File: config.mk
export PLATFORM = sky130hd
export DESIGN_NAME = supply_voltage_monitor_regs
export DESIGN_NICKNAME = d
export VERILOG_FILES = /design/src/design/supply_sensor_pkg.sv /design/src/design/supply_voltage_monitor_regs.sv
export SDC_FILE = /design/constraint.sdc
export NUM_CORES = 1
export LEC_CHECK = 0
export BUFFER_PORTS_ARGS = -buffer_cell sky130_fd_sc_hd__buf_2
export CAP_MARGIN = 20
export CORE_UTILIZATION = 45
export CTS_CLUSTER_SIZE = 25
export DETAILED_ROUTE_END_ITERATION = 16
export GPL_ROUTABILITY_DRIVEN = 0
export MAX_ROUTING_LAYER = met4
export PLACE_DENSITY = 0.69
export SLEW_MARGIN = 30
export SYNTH_ARGS = -nofsm -noshare
export SYNTH_HDL_FRONTEND = slang
export SYNTH_SLANG_ARGS = --single-unit
File: constraint.sdc
create_clock -name mclk -period 2.24 [get_ports mclk]
set_input_delay 0.224 -clock mclk [delete_from_list [all_inputs] [get_ports mclk]]
set_output_delay 0.224 -clock mclk [all_outputs]
set_load 0.01 [all_outputs]
File: src/design/supply_sensor_pkg.sv
// Purpose: Constants for the supply voltage sensor register block
// Assumes: Byte-wide registers on a plain strobe port
// Notes:   Offsets are byte addresses within the block
package supply_sensor_pkg;

    localparam int unsigned ADDR_W = 3;
    localparam int unsigned DATA_W = 8;

    // Register offsets
    localparam logic [ADDR_W-1:0] OFS_SENSE_ENABLE_SELECT = 3'h0;
    localparam logic [ADDR_W-1:0] OFS_CONDITION_STATUS    = 3'h1;
    localparam logic [ADDR_W-1:0] OFS_IRQ_ENABLE          = 3'h2;
    localparam logic [ADDR_W-1:0] OFS_CHANGE_FLAGS        = 3'h3;
    localparam logic [ADDR_W-1:0] OFS_TEST_RSVD0          = 3'h6;
    localparam logic [ADDR_W-1:0] OFS_TEST_RSVD1          = 3'h7;

    // Enable register fields
    localparam int unsigned BIT_SENSE_PIN_LEVEL_SENSE_EN = 0;
    localparam int unsigned BIT_SENSE_PIN_ADC_CONNECT    = 1;
    localparam int unsigned BIT_SUPPLY_LEVEL_SENSE_EN    = 2;
    localparam int unsigned BIT_SUPPLY_ADC_CONNECT       = 3;
    localparam int unsigned BIT_LOW_LEVEL_SELECT_LO      = 4;
    localparam int unsigned BIT_LOW_LEVEL_SELECT_HI      = 5;
    localparam int unsigned BIT_HIGH_LEVEL_SELECT        = 6;

    // Status, enable and flag fields
    localparam int unsigned BIT_LOW  = 0;
    localparam int unsigned BIT_HIGH = 1;

    // Reset values
    localparam logic [DATA_W-1:0] RST_ENABLE_SELECT = 8'h00;
    localparam logic [1:0]        RST_PAIR          = 2'h0;
    localparam logic [DATA_W-1:0] RST_TEST          = 8'h00;
    localparam logic [DATA_W-1:0] READ_ZERO         = 8'h00;

    // Settling time of the analog path
    localparam int unsigned CLK_PERIOD_NS        = 10;
    localparam int unsigned ANALOG_SETTLE_TIME_NS = 1000;
    localparam int unsigned SETTLE_EXTRA_CYCLES  = 2;
    localparam int unsigned SETTLE_CYCLES =
        (ANALOG_SETTLE_TIME_NS + CLK_PERIOD_NS - 1) / CLK_PERIOD_NS + SETTLE_EXTRA_CYCLES;
    localparam int unsigned SETTLE_W = 8;

    typedef enum logic [1:0] {
        ST_IDLE   = 2'b00,
        ST_SETTLE = 2'b01
    } settle_state_t;

endpackage

File: src/design/supply_voltage_monitor_regs.sv
// Purpose: Register, status and interrupt logic of the supply voltage sensor
// Assumes: Comparator outputs are asynchronous; bus inputs are synchronous to mclk
// Notes:   Analog divider, comparator and ADC sit outside this block
//
// Chosen here: the strobed register port and the register addresses.
`timescale 1ns/1ns

module supply_voltage_monitor_regs
    import supply_sensor_pkg::*;
(
    input  wire logic              mclk,
    input  wire logic              resetn,
    input  wire logic [ADDR_W-1:0] addr,
    input  wire logic [DATA_W-1:0] wdata,
    input  wire logic              wr_en,
    input  wire logic              rd_en,
    output logic      [DATA_W-1:0] rdata,
    input  wire logic              special_mode,
    input  wire logic              stop_mode,
    input  wire logic              cmp_high_async,
    input  wire logic              cmp_low_async,
    output logic                   battery_sense_path_en,
    output logic                   chip_supply_path_en,
    output logic                   battery_sense_compare_en,
    output logic                   chip_supply_compare_en,
    output logic                   battery_sense_adc_en,
    output logic                   chip_supply_adc_en,
    output logic                   high_level_select,
    output logic [1:0]             low_level_select,
    output logic [DATA_W-1:0]      test_reg0,
    output logic [DATA_W-1:0]      test_reg1,
    output logic                   result_valid,
    output logic                   module_irq
);

    // ************************************************************
    // Address decode
    // ************************************************************
    wire logic sel_enable = (addr == OFS_SENSE_ENABLE_SELECT);
    wire logic sel_status = (addr == OFS_CONDITION_STATUS);
    wire logic sel_irqen  = (addr == OFS_IRQ_ENABLE);
    wire logic sel_flags  = (addr == OFS_CHANGE_FLAGS);
    wire logic sel_test0  = (addr == OFS_TEST_RSVD0);
    wire logic sel_test1  = (addr == OFS_TEST_RSVD1);

    wire logic wr_enable = wr_en & sel_enable;
    wire logic wr_irqen  = wr_en & sel_irqen;
    wire logic wr_flags  = wr_en & sel_flags;
    wire logic wr_test0  = wr_en & sel_test0 & special_mode;
    wire logic wr_test1  = wr_en & sel_test1 & special_mode;

    // ************************************************************
    // Enable and select register
    // ************************************************************
    logic [DATA_W-1:0] enable_q;
    logic [DATA_W-1:0] enable_d;

    wire logic new_se_ls  = wdata[BIT_SENSE_PIN_LEVEL_SENSE_EN];
    wire logic new_se_adc = wdata[BIT_SENSE_PIN_ADC_CONNECT];
    // Supply bits lose to the sense pin bits, old or newly written
    wire logic new_su_ls  = wdata[BIT_SUPPLY_LEVEL_SENSE_EN] & ~new_se_ls
                            & ~enable_q[BIT_SENSE_PIN_LEVEL_SENSE_EN];
    wire logic new_su_adc = wdata[BIT_SUPPLY_ADC_CONNECT] & ~new_se_adc
                            & ~enable_q[BIT_SENSE_PIN_ADC_CONNECT];

    always_comb begin
        enable_d = enable_q;
        if (wr_enable) begin
            enable_d = READ_ZERO;
            enable_d[BIT_HIGH_LEVEL_SELECT]        = wdata[BIT_HIGH_LEVEL_SELECT];
            enable_d[BIT_LOW_LEVEL_SELECT_HI]      = wdata[BIT_LOW_LEVEL_SELECT_HI];
            enable_d[BIT_LOW_LEVEL_SELECT_LO]      = wdata[BIT_LOW_LEVEL_SELECT_LO];
            enable_d[BIT_SUPPLY_ADC_CONNECT]       = new_su_adc;
            enable_d[BIT_SUPPLY_LEVEL_SENSE_EN]    = new_su_ls;
            enable_d[BIT_SENSE_PIN_ADC_CONNECT]    = new_se_adc;
            enable_d[BIT_SENSE_PIN_LEVEL_SENSE_EN] = new_se_ls;
        end
    end

    // Stop mode does not touch configuration; analog path opens instead
    always_ff @(posedge mclk or negedge resetn) begin
        if (!resetn) begin
            enable_q <= RST_ENABLE_SELECT;
        end else begin
            enable_q <= enable_d;
        end
    end

    wire logic se_ls  = enable_q[BIT_SENSE_PIN_LEVEL_SENSE_EN];
    wire logic se_adc = enable_q[BIT_SENSE_PIN_ADC_CONNECT];
    wire logic su_ls  = enable_q[BIT_SUPPLY_LEVEL_SENSE_EN];
    wire logic su_adc = enable_q[BIT_SUPPLY_ADC_CONNECT];
    wire logic sense_on = (se_ls | su_ls) & ~stop_mode;

    assign high_level_select        = enable_q[BIT_HIGH_LEVEL_SELECT];
    assign low_level_select         = enable_q[BIT_LOW_LEVEL_SELECT_HI:BIT_LOW_LEVEL_SELECT_LO];
    assign battery_sense_compare_en = se_ls & ~stop_mode;
    assign chip_supply_compare_en   = su_ls & ~se_ls & ~stop_mode;
    assign battery_sense_adc_en     = se_adc & ~stop_mode;
    assign chip_supply_adc_en       = su_adc & ~se_adc & ~stop_mode;
    assign battery_sense_path_en    = (se_ls | se_adc) & ~stop_mode;
    assign chip_supply_path_en      = (su_ls | su_adc) & ~stop_mode;

    // ************************************************************
    // Settling window after an enable change
    // ************************************************************
    wire logic [3:0] path_bits = {su_adc, su_ls, se_adc, se_ls};
    wire logic [3:0] path_next = {enable_d[BIT_SUPPLY_ADC_CONNECT], enable_d[BIT_SUPPLY_LEVEL_SENSE_EN],
                                  enable_d[BIT_SENSE_PIN_ADC_CONNECT], enable_d[BIT_SENSE_PIN_LEVEL_SENSE_EN]};
    wire logic path_change = (path_next != path_bits);

    settle_state_t     settle_q;
    logic [SETTLE_W-1:0] settle_cnt_q;
    localparam logic [SETTLE_W-1:0] SETTLE_LOAD = SETTLE_W'(SETTLE_CYCLES - 1);
    localparam logic [SETTLE_W-1:0] CNT_ZERO    = 8'h00;
    localparam logic [SETTLE_W-1:0] CNT_ONE     = 8'h01;

    always_ff @(posedge mclk or negedge resetn) begin
        if (!resetn) begin
            settle_q     <= ST_IDLE;
            settle_cnt_q <= CNT_ZERO;
        end else begin
            case (settle_q)
                ST_IDLE: begin
                    if (path_change) begin
                        settle_q     <= ST_SETTLE;
                        settle_cnt_q <= SETTLE_LOAD;
                    end
                end
                ST_SETTLE: begin
                    if (path_change) begin
                        settle_cnt_q <= SETTLE_LOAD;
                    end else if (settle_cnt_q == CNT_ZERO) begin
                        settle_q <= ST_IDLE;
                    end else begin
                        settle_cnt_q <= settle_cnt_q - CNT_ONE;
                    end
                end
                default: begin
                    settle_q <= ST_IDLE;
                end
            endcase
        end
    end

    assign result_valid = (settle_q == ST_IDLE);

    // ************************************************************
    // Comparator synchronisers and condition status
    // ************************************************************
    logic [1:0] cmp_meta_q;
    logic [1:0] cmp_sync_q;
    logic [1:0] cond_q;

    always_ff @(posedge mclk or negedge resetn) begin
        if (!resetn) begin
            cmp_meta_q <= RST_PAIR;
            cmp_sync_q <= RST_PAIR;
        end else begin
            cmp_meta_q <= {cmp_high_async, cmp_low_async};
            cmp_sync_q <= cmp_meta_q;
        end
    end

    // Forced low when sensing is off, so disabling mid-condition raises a flag
    wire logic [1:0] cond_d = sense_on ? cmp_sync_q : RST_PAIR;

    always_ff @(posedge mclk or negedge resetn) begin
        if (!resetn) begin
            cond_q <= RST_PAIR;
        end else begin
            cond_q <= cond_d;
        end
    end

    wire logic [1:0] cond_change = cond_d ^ cond_q;

    // ************************************************************
    // Interrupt enables and change flags
    // ************************************************************
    logic [1:0] irqen_q;
    logic [1:0] flags_q;
    logic [1:0] flags_d;

    genvar gi;
    generate
        for (gi = 0; gi < 2; gi++) begin : g_flag
            // Set beats a simultaneous write-one clear
            assign flags_d[gi] = cond_change[gi] |
                                 (flags_q[gi] & ~(wr_flags & wdata[gi]));
        end
    endgenerate

    always_ff @(posedge mclk or negedge resetn) begin
        if (!resetn) begin
            irqen_q <= RST_PAIR;
            flags_q <= RST_PAIR;
        end else begin
            if (wr_irqen) begin
                irqen_q <= wdata[BIT_HIGH:BIT_LOW];
            end
            flags_q <= flags_d;
        end
    end

    // Gating by stop is left to the system; flags themselves survive
    assign module_irq = (flags_q[BIT_HIGH] & irqen_q[BIT_HIGH])
                      | (flags_q[BIT_LOW] & irqen_q[BIT_LOW]);

    // ************************************************************
    // Factory test registers
    // ************************************************************
    always_ff @(posedge mclk or negedge resetn) begin
        if (!resetn) begin
            test_reg0 <= RST_TEST;
            test_reg1 <= RST_TEST;
        end else begin
            if (wr_test0) begin
                test_reg0 <= wdata;
            end
            if (wr_test1) begin
                test_reg1 <= wdata;
            end
        end
    end

    // ************************************************************
    // Read path
    // ************************************************************
    logic [DATA_W-1:0] rd_mux;

    // Status has no write path at all; unmapped reads give zero
    always_comb begin
        rd_mux = READ_ZERO;
        if (sel_enable) begin
            rd_mux = enable_q;
        end else if (sel_status) begin
            rd_mux[BIT_HIGH:BIT_LOW] = cond_q;
        end else if (sel_irqen) begin
            rd_mux[BIT_HIGH:BIT_LOW] = irqen_q;
        end else if (sel_flags) begin
            rd_mux[BIT_HIGH:BIT_LOW] = flags_q;
        end else if (sel_test0) begin
            rd_mux = test_reg0;
        end else if (sel_test1) begin
            rd_mux = test_reg1;
        end
    end

    always_ff @(posedge mclk or negedge resetn) begin
        if (!resetn) begin
            rdata <= READ_ZERO;
        end else if (rd_en) begin
            rdata <= rd_mux;
        end else begin
            rdata <= READ_ZERO;
        end
    end

    // ************************************************************
    // Checks
    // ************************************************************
    a_supply_adc_excl: assert property (@(posedge mclk) disable iff (!resetn)
        !(se_adc && su_adc)) else $error("supply adc set beside sense adc");
    a_supply_ls_excl: assert property (@(posedge mclk) disable iff (!resetn)
        !(se_ls && su_ls)) else $error("supply sense set beside sense pin sense");
    a_adc_clears: assert property (@(posedge mclk) disable iff (!resetn)
        wr_enable && wdata[BIT_SENSE_PIN_ADC_CONNECT] |=> !su_adc) else $error("supply adc kept");
    a_ls_clears: assert property (@(posedge mclk) disable iff (!resetn)
        wr_enable && wdata[BIT_SENSE_PIN_LEVEL_SENSE_EN] |=> !su_ls) else $error("supply sense kept");
    a_settle_window: assert property (@(posedge mclk) disable iff (!resetn)
        path_change |=> !result_valid [*2]) else $error("result valid too soon");
    a_cond_forced: assert property (@(posedge mclk) disable iff (!resetn)
        !sense_on |=> cond_q == RST_PAIR) else $error("condition not forced low");
    a_flag_sets: assert property (@(posedge mclk) disable iff (!resetn)
        $changed(cond_q[BIT_HIGH]) |-> flags_q[BIT_HIGH]) else $error("high flag missed");
    a_flag_low_sets: assert property (@(posedge mclk) disable iff (!resetn)
        $changed(cond_q[BIT_LOW]) |-> flags_q[BIT_LOW]) else $error("low flag missed");
    a_flag_sticky: assert property (@(posedge mclk) disable iff (!resetn)
        flags_q[BIT_LOW] && !(wr_flags && wdata[BIT_LOW]) |=> flags_q[BIT_LOW]) else $error("flag lost");
    a_irq_combine: assert property (@(posedge mclk) disable iff (!resetn)
        module_irq == |(flags_q & irqen_q)) else $error("irq mismatch");
    a_sync_delay: assert property (@(posedge mclk) disable iff (!resetn)
        sense_on && $past(sense_on) && $past(sense_on, 2)
        |-> cond_q[BIT_LOW] == $past(cmp_low_async, 3)) else $error("sync depth wrong");
    a_test_guard: assert property (@(posedge mclk) disable iff (!resetn)
        wr_en && sel_test0 && !special_mode |=> $stable(test_reg0)) else $error("test write leaked");

    // ************************************************************
    // Shadow of the settle window
    // ************************************************************
    // Counts the window on its own, so an early or late release shows up
    logic [SETTLE_W-1:0] shadow_cnt_q;
    localparam logic [SETTLE_W-1:0] SHADOW_LOAD = SETTLE_W'(SETTLE_CYCLES);

    always_ff @(posedge mclk or negedge resetn) begin
        if (!resetn) begin
            shadow_cnt_q <= CNT_ZERO;
        end else if (path_change) begin
            shadow_cnt_q <= SHADOW_LOAD;
        end else if (shadow_cnt_q != CNT_ZERO) begin
            shadow_cnt_q <= shadow_cnt_q - CNT_ONE;
        end
    end

    a_settle_length: assert property (@(posedge mclk) disable iff (!resetn)
        result_valid == (shadow_cnt_q == CNT_ZERO)) else $error("settle window length wrong");

    // ************************************************************
    // Bus, output routing, flag, interrupt and synchroniser checks
    // ************************************************************
    wire logic sel_none = ~(sel_enable | sel_status | sel_irqen | sel_flags | sel_test0 | sel_test1);

    a_high_select: assert property (@(posedge mclk) disable iff (!resetn)
        wr_enable |=> high_level_select == $past(wdata[BIT_HIGH_LEVEL_SELECT])) else $error("high select lost");
    a_low_select: assert property (@(posedge mclk) disable iff (!resetn)
        wr_enable |=> low_level_select == $past(wdata[BIT_LOW_LEVEL_SELECT_HI:BIT_LOW_LEVEL_SELECT_LO]))
        else $error("low select lost");
    a_adc_excl: assert property (@(posedge mclk) disable iff (!resetn)
        !(battery_sense_adc_en && chip_supply_adc_en)) else $error("both adc routes on");
    a_compare_excl: assert property (@(posedge mclk) disable iff (!resetn)
        !(battery_sense_compare_en && chip_supply_compare_en)) else $error("both compare sources on");
    a_compare_on: assert property (@(posedge mclk) disable iff (!resetn)
        sense_on == (battery_sense_compare_en || chip_supply_compare_en)) else $error("compare source wrong");
    a_status_high: assert property (@(posedge mclk) disable iff (!resetn)
        rd_en && sel_status |=> rdata[BIT_HIGH] == $past(cond_q[BIT_HIGH])) else $error("high status read wrong");
    a_status_low: assert property (@(posedge mclk) disable iff (!resetn)
        rd_en && sel_status |=> rdata[BIT_LOW] == $past(cond_q[BIT_LOW])) else $error("low status read wrong");
    a_status_ro: assert property (@(posedge mclk) disable iff (!resetn)
        wr_en && sel_status |=> $stable(enable_q) && $stable(irqen_q)) else $error("status write leaked");
    a_high_sticky: assert property (@(posedge mclk) disable iff (!resetn)
        flags_q[BIT_HIGH] && !(wr_flags && wdata[BIT_HIGH]) |=> flags_q[BIT_HIGH]) else $error("high flag lost");
    a_flag_clears: assert property (@(posedge mclk) disable iff (!resetn)
        wr_flags && wdata[BIT_LOW] && !cond_change[BIT_LOW] |=> !flags_q[BIT_LOW]) else $error("low flag kept");
    a_high_clears: assert property (@(posedge mclk) disable iff (!resetn)
        wr_flags && wdata[BIT_HIGH] && !cond_change[BIT_HIGH] |=> !flags_q[BIT_HIGH]) else $error("high flag kept");
    a_irq_high: assert property (@(posedge mclk) disable iff (!resetn)
        flags_q[BIT_HIGH] && irqen_q[BIT_HIGH] |-> module_irq) else $error("high request missing");
    a_irq_low: assert property (@(posedge mclk) disable iff (!resetn)
        flags_q[BIT_LOW] && irqen_q[BIT_LOW] |-> module_irq) else $error("low request missing");
    a_unmapped_zero: assert property (@(posedge mclk) disable iff (!resetn)
        rd_en && sel_none |=> rdata == READ_ZERO) else $error("unmapped read not zero");
    a_reg_pad: assert property (@(posedge mclk) disable iff (!resetn)
        rd_en && (sel_status || sel_irqen || sel_flags) |=> rdata[DATA_W-1:BIT_HIGH+1] == '0) else $error("pad bits set");
    a_enable_pad: assert property (@(posedge mclk) disable iff (!resetn)
        rd_en && sel_enable |=> !rdata[DATA_W-1]) else $error("enable top bit set");
    a_test1_guard: assert property (@(posedge mclk) disable iff (!resetn)
        wr_en && sel_test1 && !special_mode |=> $stable(test_reg1)) else $error("test write leaked");
    a_stop_keeps: assert property (@(posedge mclk) disable iff (!resetn)
        stop_mode && !wr_flags |=> (flags_q & $past(flags_q)) == $past(flags_q)) else $error("flag lost in stop");
    a_sync_high: assert property (@(posedge mclk) disable iff (!resetn)
        sense_on && $past(sense_on) && $past(sense_on, 2)
        |-> cond_q[BIT_HIGH] == $past(cmp_high_async, 3)) else $error("high sync depth wrong");

endmodule

==> metrics.md, run 1 <==
| Metric | Value |
|---|---|
| First-pass GRT wire length | 7983 um |
| Final min period | 1737 ps |
| Max stage delay on crit path | 650 ps |
| Max-cap violations | 0 |
| Vias in the first global route | 1,661 |
| Worst setup SP type | register |
| Worst reg2reg path depth | 4 |
| Most common cell after layout, fill and taps aside | buf_2 |
| Crit share post-route | 77.53% |
| Setup violators final | 0 |
| Post-DP HPWL | 3438 um |
| Share of cells above drive strength 1 | 32.73% |
| # diodes | 0 |
| Asr flop ratio synth | 100.0% |
| Drt drc | 0 |
| R2r endpoint | settle_cnt_q[1] |
| Critical Path AT | 1910 ps |
| Site Rows | 25 |
| Non-Filler Instances | 342 |
| Post-synth EDFFs | 0 |
| Mapped Cells | 219 |
| Reg2reg start | settle_cnt_q[4] |
| Post-CTS sizing | 0 |
| Dpl ws | 506.7 ps |
| Worst-Margin Slew | 641.2 ps |
| Num CTS Buffers | 5 |
| CP Class | register to register |
| Synth Net Count | 240 |
| Nets | 295 |
| Initial Utilization | 48.08% |
| Internal | 0.001690 W |
| Pin count of the biggest net entering global routing | 51 |
| Core ar. | 4848 sq um |
| VDD IR max | 0.4068 mV |
| H-tree depth | 2 |
| Final slew viol count | 0 |
| Hold Vio Cnt, Final | 0 |
| Clock Path Buffers | 2 |
| Grt ovf | 0 |
| Sequential Power Share | 49.5% |
| Via density | 5.129 |
| Comb power frac | 28.3% |
| Die H | 73.97 um |
| CTS tree | yes |
| CP required | 2410 ps |
| I/O Pins | 54 |
| Power density cells | 913.5 nW/um^2 |
| Die area | 5472 sq um |
| Worst hold margin | 10.68 ps |
| Die W | 73.97 um |
| Clk_lat worst skew | 310 ps |
| Avg Cell Area, Syn | 10.64 sq um |
| Fmax | 575.8 MHz |
| ANT nets after route | 0 |
| Sw Ratio | 33.08% |
| Worst-path cell chain | or4_1, o31ai_4, or2_2, a21oi_1 |
| WL per Instance | 14.14 um |
| CTS clk-pin slew, worst paths | 90 ps |
| Mapped Area | 2331 sq um |
| Area contributors post-synth | dfrtp_1 (54%), mux2_2 (8.7%), nand2_1 (5.2%) |
| Global-route usage over all layers | 20.47% |
| Port bufs | 53 |
| Drt first-iter violations | 93 |
| Psw | 0.0008357 W |
| Via count | 1,754 |
| Synth top area share | 53.68% |
| Crit path max-delay family | simple AND/OR/NAND/NOR gates |
| Worst Path Max Fanout | 6 |
| Yosys cell types | 40 |
| Status | finished clean |
| Bufs and invs on worst path | 0 |
| Register bit total from synthesis | 50 |
| Most used DFF post-synth | dfrtp_1 |
| Crit. End Element | register |
| CTS Root Cell | clkbuf_8 |
| Worst slew margin | 56.92% |
| Critical path's slowest cell | or4_1 |
| TritonRoute pass-1 iters | 4 |
| Area growth from synthesis to layout | 18.63% |
| Commonest cells after routing, fill and taps aside | buf_2 (53), dfrtp_1 (50), nand2_1 (32) |
| Clk network pwr share | 22.2% |
| Cells after DPL | 333 |
| Sink Count | 50 |
| Worst Skew | 11.31 ps |
| Yosys Warn Count | 0 |
| Post-layout worst setup margin | 503.4 ps |
| Synth area leader | dfrtp_1 |
| HP Class | input port to asynchronous set/reset pin |
| Total power | 0.002526 W |
| DRT Wirelength | 4837 um |
| Setup TNS | 0 ps |
| R2R Setup Slk | 500 ps |
| Initial antenna violation count | 0 |
| Seq/Total Area, Yosys | 53.68% |
| Leak | 1.355 nW |
| RSZ-0062 raised after global routing | false |
==> metrics by stage <==
| step | utilization (%) | instance area [sq um] |
|---|---|---|
| 6_report | 57.03 | 2765 |
| 5_1_grt | 57.03 | 2765 |
| 4_1_cts | 56.83 | 2755 |
| 3_5_place_dp | 54.79 | 2656 |
| 3_3_place_gp | 54.79 | 2656 |
| 2_1_floorplan | - | 2331 |
==> how the worst max path moves through the flow <==
| stage | startpoint | cells after the start | end |
|---|---|---|---|
| after detailed placement | settle_cnt_q[4] | 4 | settle_cnt_q[1] |
| after global routing | enable_q[1] | 4 | settle_cnt_q[2] |
| after floorplan | settle_cnt_q[5] | 4 | settle_cnt_q[2] |
| after global placement | enable_q[1] | 4 | settle_cnt_q[2] |
| final | settle_cnt_q[4] | 4 | settle_cnt_q[1] |
| after CTS | settle_cnt_q[4] | 4 | settle_cnt_q[1] |
==> cells in the mapped netlist, types with 4 or more instances <==
master	n
clkbuf_1	4
or2_2	4
xor2_1	4
o21bai_1	4
mux2i_1	5
a21oi_1	7
nand2_1	32
o21ai_0	15
mux2_2	18
nor2b_1	9
nand2b_1	7
nor2_1	11
inv_1	9
dfrtp_1	50
==> logic make-up after synthesis <==
family,count (synthesis),synth area share [%]
AND/OR/NAND/NOR,83,17.93
adder cells (fa/ha/maj),2,1.073
flip-flops,50,53.68
XOR/XNOR,7,2.630
buffers and inverters,17,3.112
AO/OA/AOI/OAI,37,10.74
multiplexers,23,10.84
==> power by group through the flow <==
stage	Sequential, W	Clock, W	Combinational [W]
2_1_floorplan	0.00127	0	0.000458
3_3_place_gp	0.00126	0	0.000700
3_5_place_dp	0.00127	0	0.000720
4_1_cts	0.00125	0.000584	0.000723
5_1_grt	0.00128	0.000616	0.000807
6_report	0.00125	0.000561	0.000714
==> state kept, by name (all words and copies together), names as in the netlist <==
name          count
cmp_meta_q        2
rdata             8
cond_q            2
settle_cnt_q      8
test_reg1         8
irqen_q           2
test_reg0         8
cmp_sync_q        2
flags_q           2
enable_q          7
settle_q          1
==> what timing repair did <==
| item | CTS | global route |
|---|---|---|
| hold buffers | 0 | 1 |
| hold endpoints to repair | 0 | 1 |
| buffers inserted | 0 | 0 |
==> area by class of cell <==
cell class / instances / area [sq um]
clock inverters: 2 / 16.27
well taps: 67 / 83.83
flip-flops and latches: 50 / 1251
repair buffers: 56 / 290.3
clock buffers: 6 / 82.58
inverters: 9 / 33.78
multi-input cells: 152 / 1007
fillers: 437 / 2083
==> layer usage <==
layer | part of all wire [%] | GRT usage, % | vias up | wire, um
met2 | 48 | 30.51 | 35 | 2303
met1 | 47 | 27.32 | 858 | 2274
li1 | - | - | 855 | -
met5 | 0 | - | - | 0
met4 | 1.6 | 7.692 | 0 | 76
met3 | 3.8 | 4.607 | 6 | 183
No activity file was read; power rests on OpenSTA's default activity.
==> run 2: changes to the inputs <==
==> constraint.sdc (replaced) <==
create_clock -name mclk -period 1.75 [get_ports mclk]
set_input_delay 0.175 -clock mclk [delete_from_list [all_inputs] [get_ports mclk]]
set_output_delay 0.175 -clock mclk [all_outputs]
set_load 0.01 [all_outputs]
==> metrics.md, run 2 (synthesis gave the netlist of run 1 again) <==
| Metric | Value |
|---|---|
| Most common cell after layout, fill and taps aside | buf_2 |
| Cells after DPL | 343 (+3.0%) |
| ANT nets after route | 0 (unchanged) |
| VDD IR max | 0.6184 mV (+52%) |
| CP Class | register to register |
| Drt drc | 0 (unchanged) |
| HP Class | input port to register |
| Post-DP HPWL | 3758 um (+9.3%) |
| DRT Wirelength | 5035 um (+4.1%) |
| Status | finished clean |
| Worst setup SP type | register |
| CTS Root Cell | clkbuf_8 |
| Pin count of the biggest net entering global routing | 30 (-41%) |
| CTS tree | yes |
| Crit share post-route | 92.60% (+15 points) |
| Final slew viol count | 0 (unchanged) |
| Die W | 73.97 um (unchanged) |
| Clock Path Buffers | 2 (unchanged) |
| RSZ-0062 raised after global routing | false |
| Fmax | 617.1 MHz (+7.2%) |
| First-pass GRT wire length | 8079 um (+1.2%) |
| Die H | 73.97 um (unchanged) |
| Critical Path AT | 1810 ps (-100 ps) |
| CP endpoint | settle_cnt_q[2] |
| Clk_lat worst skew | 300 ps (about the same) |
| Initial antenna violation count | 0 (unchanged) |
| Dpl ws | 35.26 ps (-471.4 ps) |
| Non-Filler Instances | 355 (+3.8%) |
| Core ar. | 4848 sq um (unchanged) |
| Setup violators final | 0 (unchanged) |
| Via count | 1,783 (+1.7%) |
| Sink Count | 50 (unchanged) |
| # diodes | 0 (unchanged) |
| Share of cells above drive strength 1 | 35.07% (+2.3 points) |
| R2r endpoint | settle_cnt_q[2] |
| Crit. End Element | register |
| Area growth from synthesis to layout | 24.64% |
| Drt first-iter violations | 152 (+63%) |
| Critical Path Source | enable_q[1] |
| Worst slew margin | 67.00% (+10 points) |
| Area of the multi-input gates | 1022 sq um (+1.5%) |
| Grt ovf | 0 (unchanged) |
| Commonest cells after routing, fill and taps aside | buf_2 (53), dfrtp_1 (50), nand2_1 (32) |
| Final design utilization | 59.92% (+2.9 points) |
| Num CTS Buffers | 5 (unchanged) |
| Initial Utilization | 48.08% (unchanged) |
| Vias in the first global route | 1,697 (+2.2%) |
| TritonRoute pass-1 iters | 4 (unchanged) |
| Via density | 5.023 (-2.1%) |
| Register area | 1251 sq um (unchanged) |
| Post-layout worst setup margin | 129.5 ps (-373.8 ps) |
| Die area | 5472 sq um (unchanged) |
| Fillers | 411 (-5.9%) |
| Worst Skew | 3.939 ps (-7.375 ps) |
| Power density cells | 1130 nW/um^2 (+24%) |
| Reg2reg start | enable_q[1] |
| Final min period | 1620 ps (-116.2 ps) |
| Max-cap violations | 0 (unchanged) |
| CP required | 1940 ps (-470 ps) |
| WL per Instance | 14.18 um (+0.28%) |
| CTS clk-pin slew, worst paths | 90 ps (about the same) |
| Worst reg2reg path depth | 5 (+1) |
| Site Rows | 25 (unchanged) |
| Port bufs | 53 (unchanged) |
| Worst Path Max Fanout | 6 (unchanged) |
| Global-route usage over all layers | 20.81% (+0.35 points) |
| Worst-Margin Slew | 488.1 ps (-153.1 ps) |
| I/O Pins | 54 (unchanged) |
| Setup TNS | 0 ps (unchanged) |
| Hold Vio Cnt, Final | 0 (unchanged) |
| Total setup buffers inserted after CTS | 0 (unchanged) |
| Leak | 1.429 nW (+5.4%) |
| R2R Setup Slk | 130 ps (-370 ps) |
| Nets | 308 (+4.4%) |
| H-tree depth | 2 (unchanged) |
run 2: what timing repair did:
| item | in CTS | in global routing |
|---|---|---|
| setup endpoints to repair | 0 | 6 |
| hold buffers | 3 | 0 |
| endpoints found under the hold margin | 23 | 0 |
| gates resized for setup | 0 | 3 |
run 2: how the worst min path moves through the flow:
| stage | start | to | cells after the start |
|---|---|---|---|
| floorplan | resetn | cmp_meta_q[0] | 0 |
| global placement | resetn | cmp_meta_q[1] | 1 |
| detailed placement | resetn | cmp_meta_q[1] | 1 |
| CTS | wdata[5] | enable_q[5] | 3 |
| global route | wdata[4] | enable_q[4] | 3 |
| finish | wdata[4] | enable_q[4] | 3 |
run 2: cell type report:
cell class | count | share of cell area (%)
inverter | 9 | 1.163
multi-input combinational | 153 | 35.19
clock buffer | 7 | 2.972
tap | 67 | 2.885
timing repair buffer | 68 | 14.56
sequential | 50 | 43.07
clock inverter | 1 | 0.1723
run 2: critical path, stage by stage, from the launching register on:
cell and delay [ps]:
dfrtp_1 380, buf_4 150, or2_2 290, o21ai_1 250, a31oi_2 190, a211o_1 260
run 2: power breakdown:
part | total [W] | switching, W | leakage, nW | internal, W
Combinational | 0.00102 | 0.000525 | 0.766 | 0.000495
Sequential | 0.00158 | 0.000185 | 0.615 | 0.00140
Clock | 0.000679 | 0.000360 | 0.0482 | 0.000319
run 2: per-layer routing:
metal | GRT usage (%) | up-vias | share of wire [%]
li1 | - | 889 | -
met1 | 27.61 | 846 | 47
met2 | 32.42 | 42 | 48
met3 | 4.472 | 6 | 3.8
met4 | 5.769 | 0 | 1.1
met5 | - | - | 0
run 2: through the flow:
step / cell area, sq um / hold WS, ps / total power [W]
floorplan: 2331 / -120.6 / 0.002217
CTS: 2890 / 92.92 / 0.003299
finish: 2905 / 99.00 / 0.003282
global route: 2905 / 111.5 / 0.003505
global placement: 2769 / 179.4 / 0.002566
detailed placement: 2769 / 178.8 / 0.002614
==> run 3: changes to the inputs <==
--- a/config.mk
+++ b/config.mk
@@ -11,7 +11,6 @@
 export CTS_CLUSTER_SIZE = 25
 export DETAILED_ROUTE_END_ITERATION = 16
 export GPL_ROUTABILITY_DRIVEN = 0
-export MAX_ROUTING_LAYER = met4
 export PLACE_DENSITY = 0.69
 export SLEW_MARGIN = 30
 export SYNTH_ARGS = -nofsm -noshare
==> metrics.md, run 3 (synthesis gave the netlist of run 1 again) <==
| Metric | Value |
|---|---|
| Total power | 0.003282 W (about the same) |
| Via density | 5.020 (about the same) |
| Final instance area | 2905 sq um (unchanged) |
| RSZ-0062 raised after global routing | false |
| Global-route usage over all layers | 20.16% (-0.66 points) |
| Grt ovf | 0 (unchanged) |
| H-tree depth | 2 (unchanged) |
| Final min period | 1615 ps (-5.457 ps) |
| VDD IR max | 0.6184 mV (about the same) |
| Initial antenna violation count | 0 (unchanged) |
| Worst slew margin | 67.00% (unchanged) |
| Psw | 0.001070 W (about the same) |
| Worst Path Max Fanout | 6 (unchanged) |
| Pin count of the biggest net entering global routing | 30 (unchanged) |
| Worst Skew | 4.069 ps (+0.1302 ps) |
| First-pass GRT wire length | 8079 um (unchanged) |
| Comb power frac | 31.1% (about the same) |
| Clk_lat worst skew | 300 ps (about the same) |
| Clk network pwr share | 20.7% (about the same) |
| Dpl ws | 35.26 ps (unchanged) |
| Sequential Power Share | 48.2% (about the same) |
| Num CTS Buffers | 5 (unchanged) |
| I/O Pins | 54 (unchanged) |
| Status | finished clean |
| Critical Path AT | 1810 ps (about the same) |
| Hold Vio Cnt, Final | 0 (unchanged) |
| Worst setup SP type | register |
| Share of cells above drive strength 1 | 35.07% (unchanged) |
| Initial Utilization | 48.08% (unchanged) |
| Power density cells | 1130 nW/um^2 (about the same) |
| Critical path's slowest cell | dfrtp_1 |
| Die area | 5472 sq um (unchanged) |
| CP Class | register to register |
| Core ar. | 4848 sq um (unchanged) |
| Setup violators final | 0 (unchanged) |
| Die W | 73.97 um (unchanged) |
| Max-cap violations | 0 (unchanged) |
| Non-Filler Instances | 355 (unchanged) |
| Nets | 308 (unchanged) |
| Bufs and invs on worst path | 1 (unchanged) |
| # diodes | 0 (unchanged) |
| Crit. End Element | register |
| Cells after DPL | 343 (unchanged) |
| Leak | 1.429 nW (unchanged) |
| Placed instance area | 2769 sq um (unchanged) |
| Sw Ratio | 32.59% (about the same) |
| TritonRoute pass-1 iters | 4 (unchanged) |
| Drt drc | 0 (unchanged) |
| Fmax | 619.2 MHz (+0.34%) |
| Max stage delay on crit path | 380 ps (about the same) |
| HP Class | input port to register |
| Crit path max-delay family | compound AO/OA/AOI/OAI gates |
| CTS clk-pin slew, worst paths | 90 ps (about the same) |
| CTS Root Cell | clkbuf_8 |
| Site Rows | 25 (unchanged) |
| Crit share post-route | 92.29% (-0.31 points) |
| Die H | 73.97 um (unchanged) |
| Final slew viol count | 0 (unchanged) |
| Worst-path cell chain | buf_4, or2_2, o21ai_1, a31oi_2, a211o_1 |
| Setup TNS | 0 ps (unchanged) |
| Internal | 0.002212 W (about the same) |
| Vias in the first global route | 1,701 (+0.24%) |
| Drt first-iter violations | 146 (-3.9%) |
| Fillers | 411 (unchanged) |
| WL per Instance | 14.16 um (-0.18%) |
| Commonest cells after routing, fill and taps aside | buf_2 (53), dfrtp_1 (50), nand2_1 (32) |
| CP required | 1940 ps (about the same) |
| Via count | 1,782 (-0.056%) |
| Post-layout worst setup margin | 135.0 ps (+5.457 ps) |
| Area growth from synthesis to layout | 24.64% (unchanged) |
| Worst-Margin Slew | 488.1 ps (unchanged) |
| Most common cell after layout, fill and taps aside | buf_2 |
| Sink Count | 50 (unchanged) |
| Post-DP HPWL | 3758 um (unchanged) |
| Clock Path Buffers | 2 (unchanged) |
| CTS tree | yes |
| ANT nets after route | 0 (unchanged) |
| Port bufs | 53 (unchanged) |
| DRT Wirelength | 5026 um (-0.18%) |
## run 3: cell counts in the layout (fill, tap and decap cells not counted)
Identical to the previous run, type by type.
## run 3: worst reg2reg max path, delay by kind of cell (launching register included)
kind,cells,cell delay [ps]
AOI/OAI and AO/OA,3,700
DFF,1,380
buffers and inverters,1,150
and+or+nand+nor,1,290
## run 3: final timing paths
path                          startpoint  cells past startpoint         endpoint  slack [ps]
max                          enable_q[1]                      5  settle_cnt_q[2]         140
min                             wdata[4]                      3      enable_q[4]         100
max reg2reg                  enable_q[1]                      5  settle_cnt_q[2]         140
min reg2reg                cmp_meta_q[1]                      0    cmp_sync_q[1]         360
max in group asynchronous         resetn                      3         rdata[5]         860
min in group asynchronous         resetn                      2  settle_cnt_q[4]         370
## run 3: stage by stage
| step | hold WS [ps] | utilization [%] |
|---|---|---|
| 5_1_grt | 111.5 | 59.92 |
| 3_3_place_gp | 179.4 | 57.11 |
| 2_1_floorplan | -120.6 | - |
| 4_1_cts | 92.92 | 59.61 |
| 6_report | 99.02 | 59.92 |
| 3_5_place_dp | 178.8 | 57.11 |
## run 3: timing repair
item,4_1_cts,5_1_grt
hold buffers,3,0
setup buffers,0,0
endpoints found under the hold margin,23,0
setup endpoints to repair,0,6
gates resized for setup,0,3
## run 3: cell type report
cell class | instances | area [sq um] | share of cell area [%]
sequential | 50 | 1251 | 43.07
inverter | 9 | 33.78 | 1.163
multi-input combinational | 153 | 1022 | 35.19
tap | 67 | 83.83 | 2.885
clock buffer | 7 | 86.33 | 2.972
clock inverter | 1 | 5.005 | 0.1723
timing repair buffer | 68 | 422.9 | 14.56
## run 3: power groups by stage
stage               registers [W]  clock network, W  logic [W]
floorplan                 0.00163                 0   0.000586
global placement          0.00159                 0   0.000975
detailed placement        0.00160                 0    0.00101
CTS                       0.00158          0.000696    0.00102
global route              0.00162          0.000742    0.00114
finish                    0.00158          0.000680    0.00102
## run 3: metal layers
metal	share of wire, %	up-vias	track usage (%)	wire, um
li1	-	890	-	-
met1	47	842	27.61	2356
met2	48	44	32.42	2409
met3	4.1	6	4.472	205
met4	1.1	0	5.769	55
met5	0	-	0	0
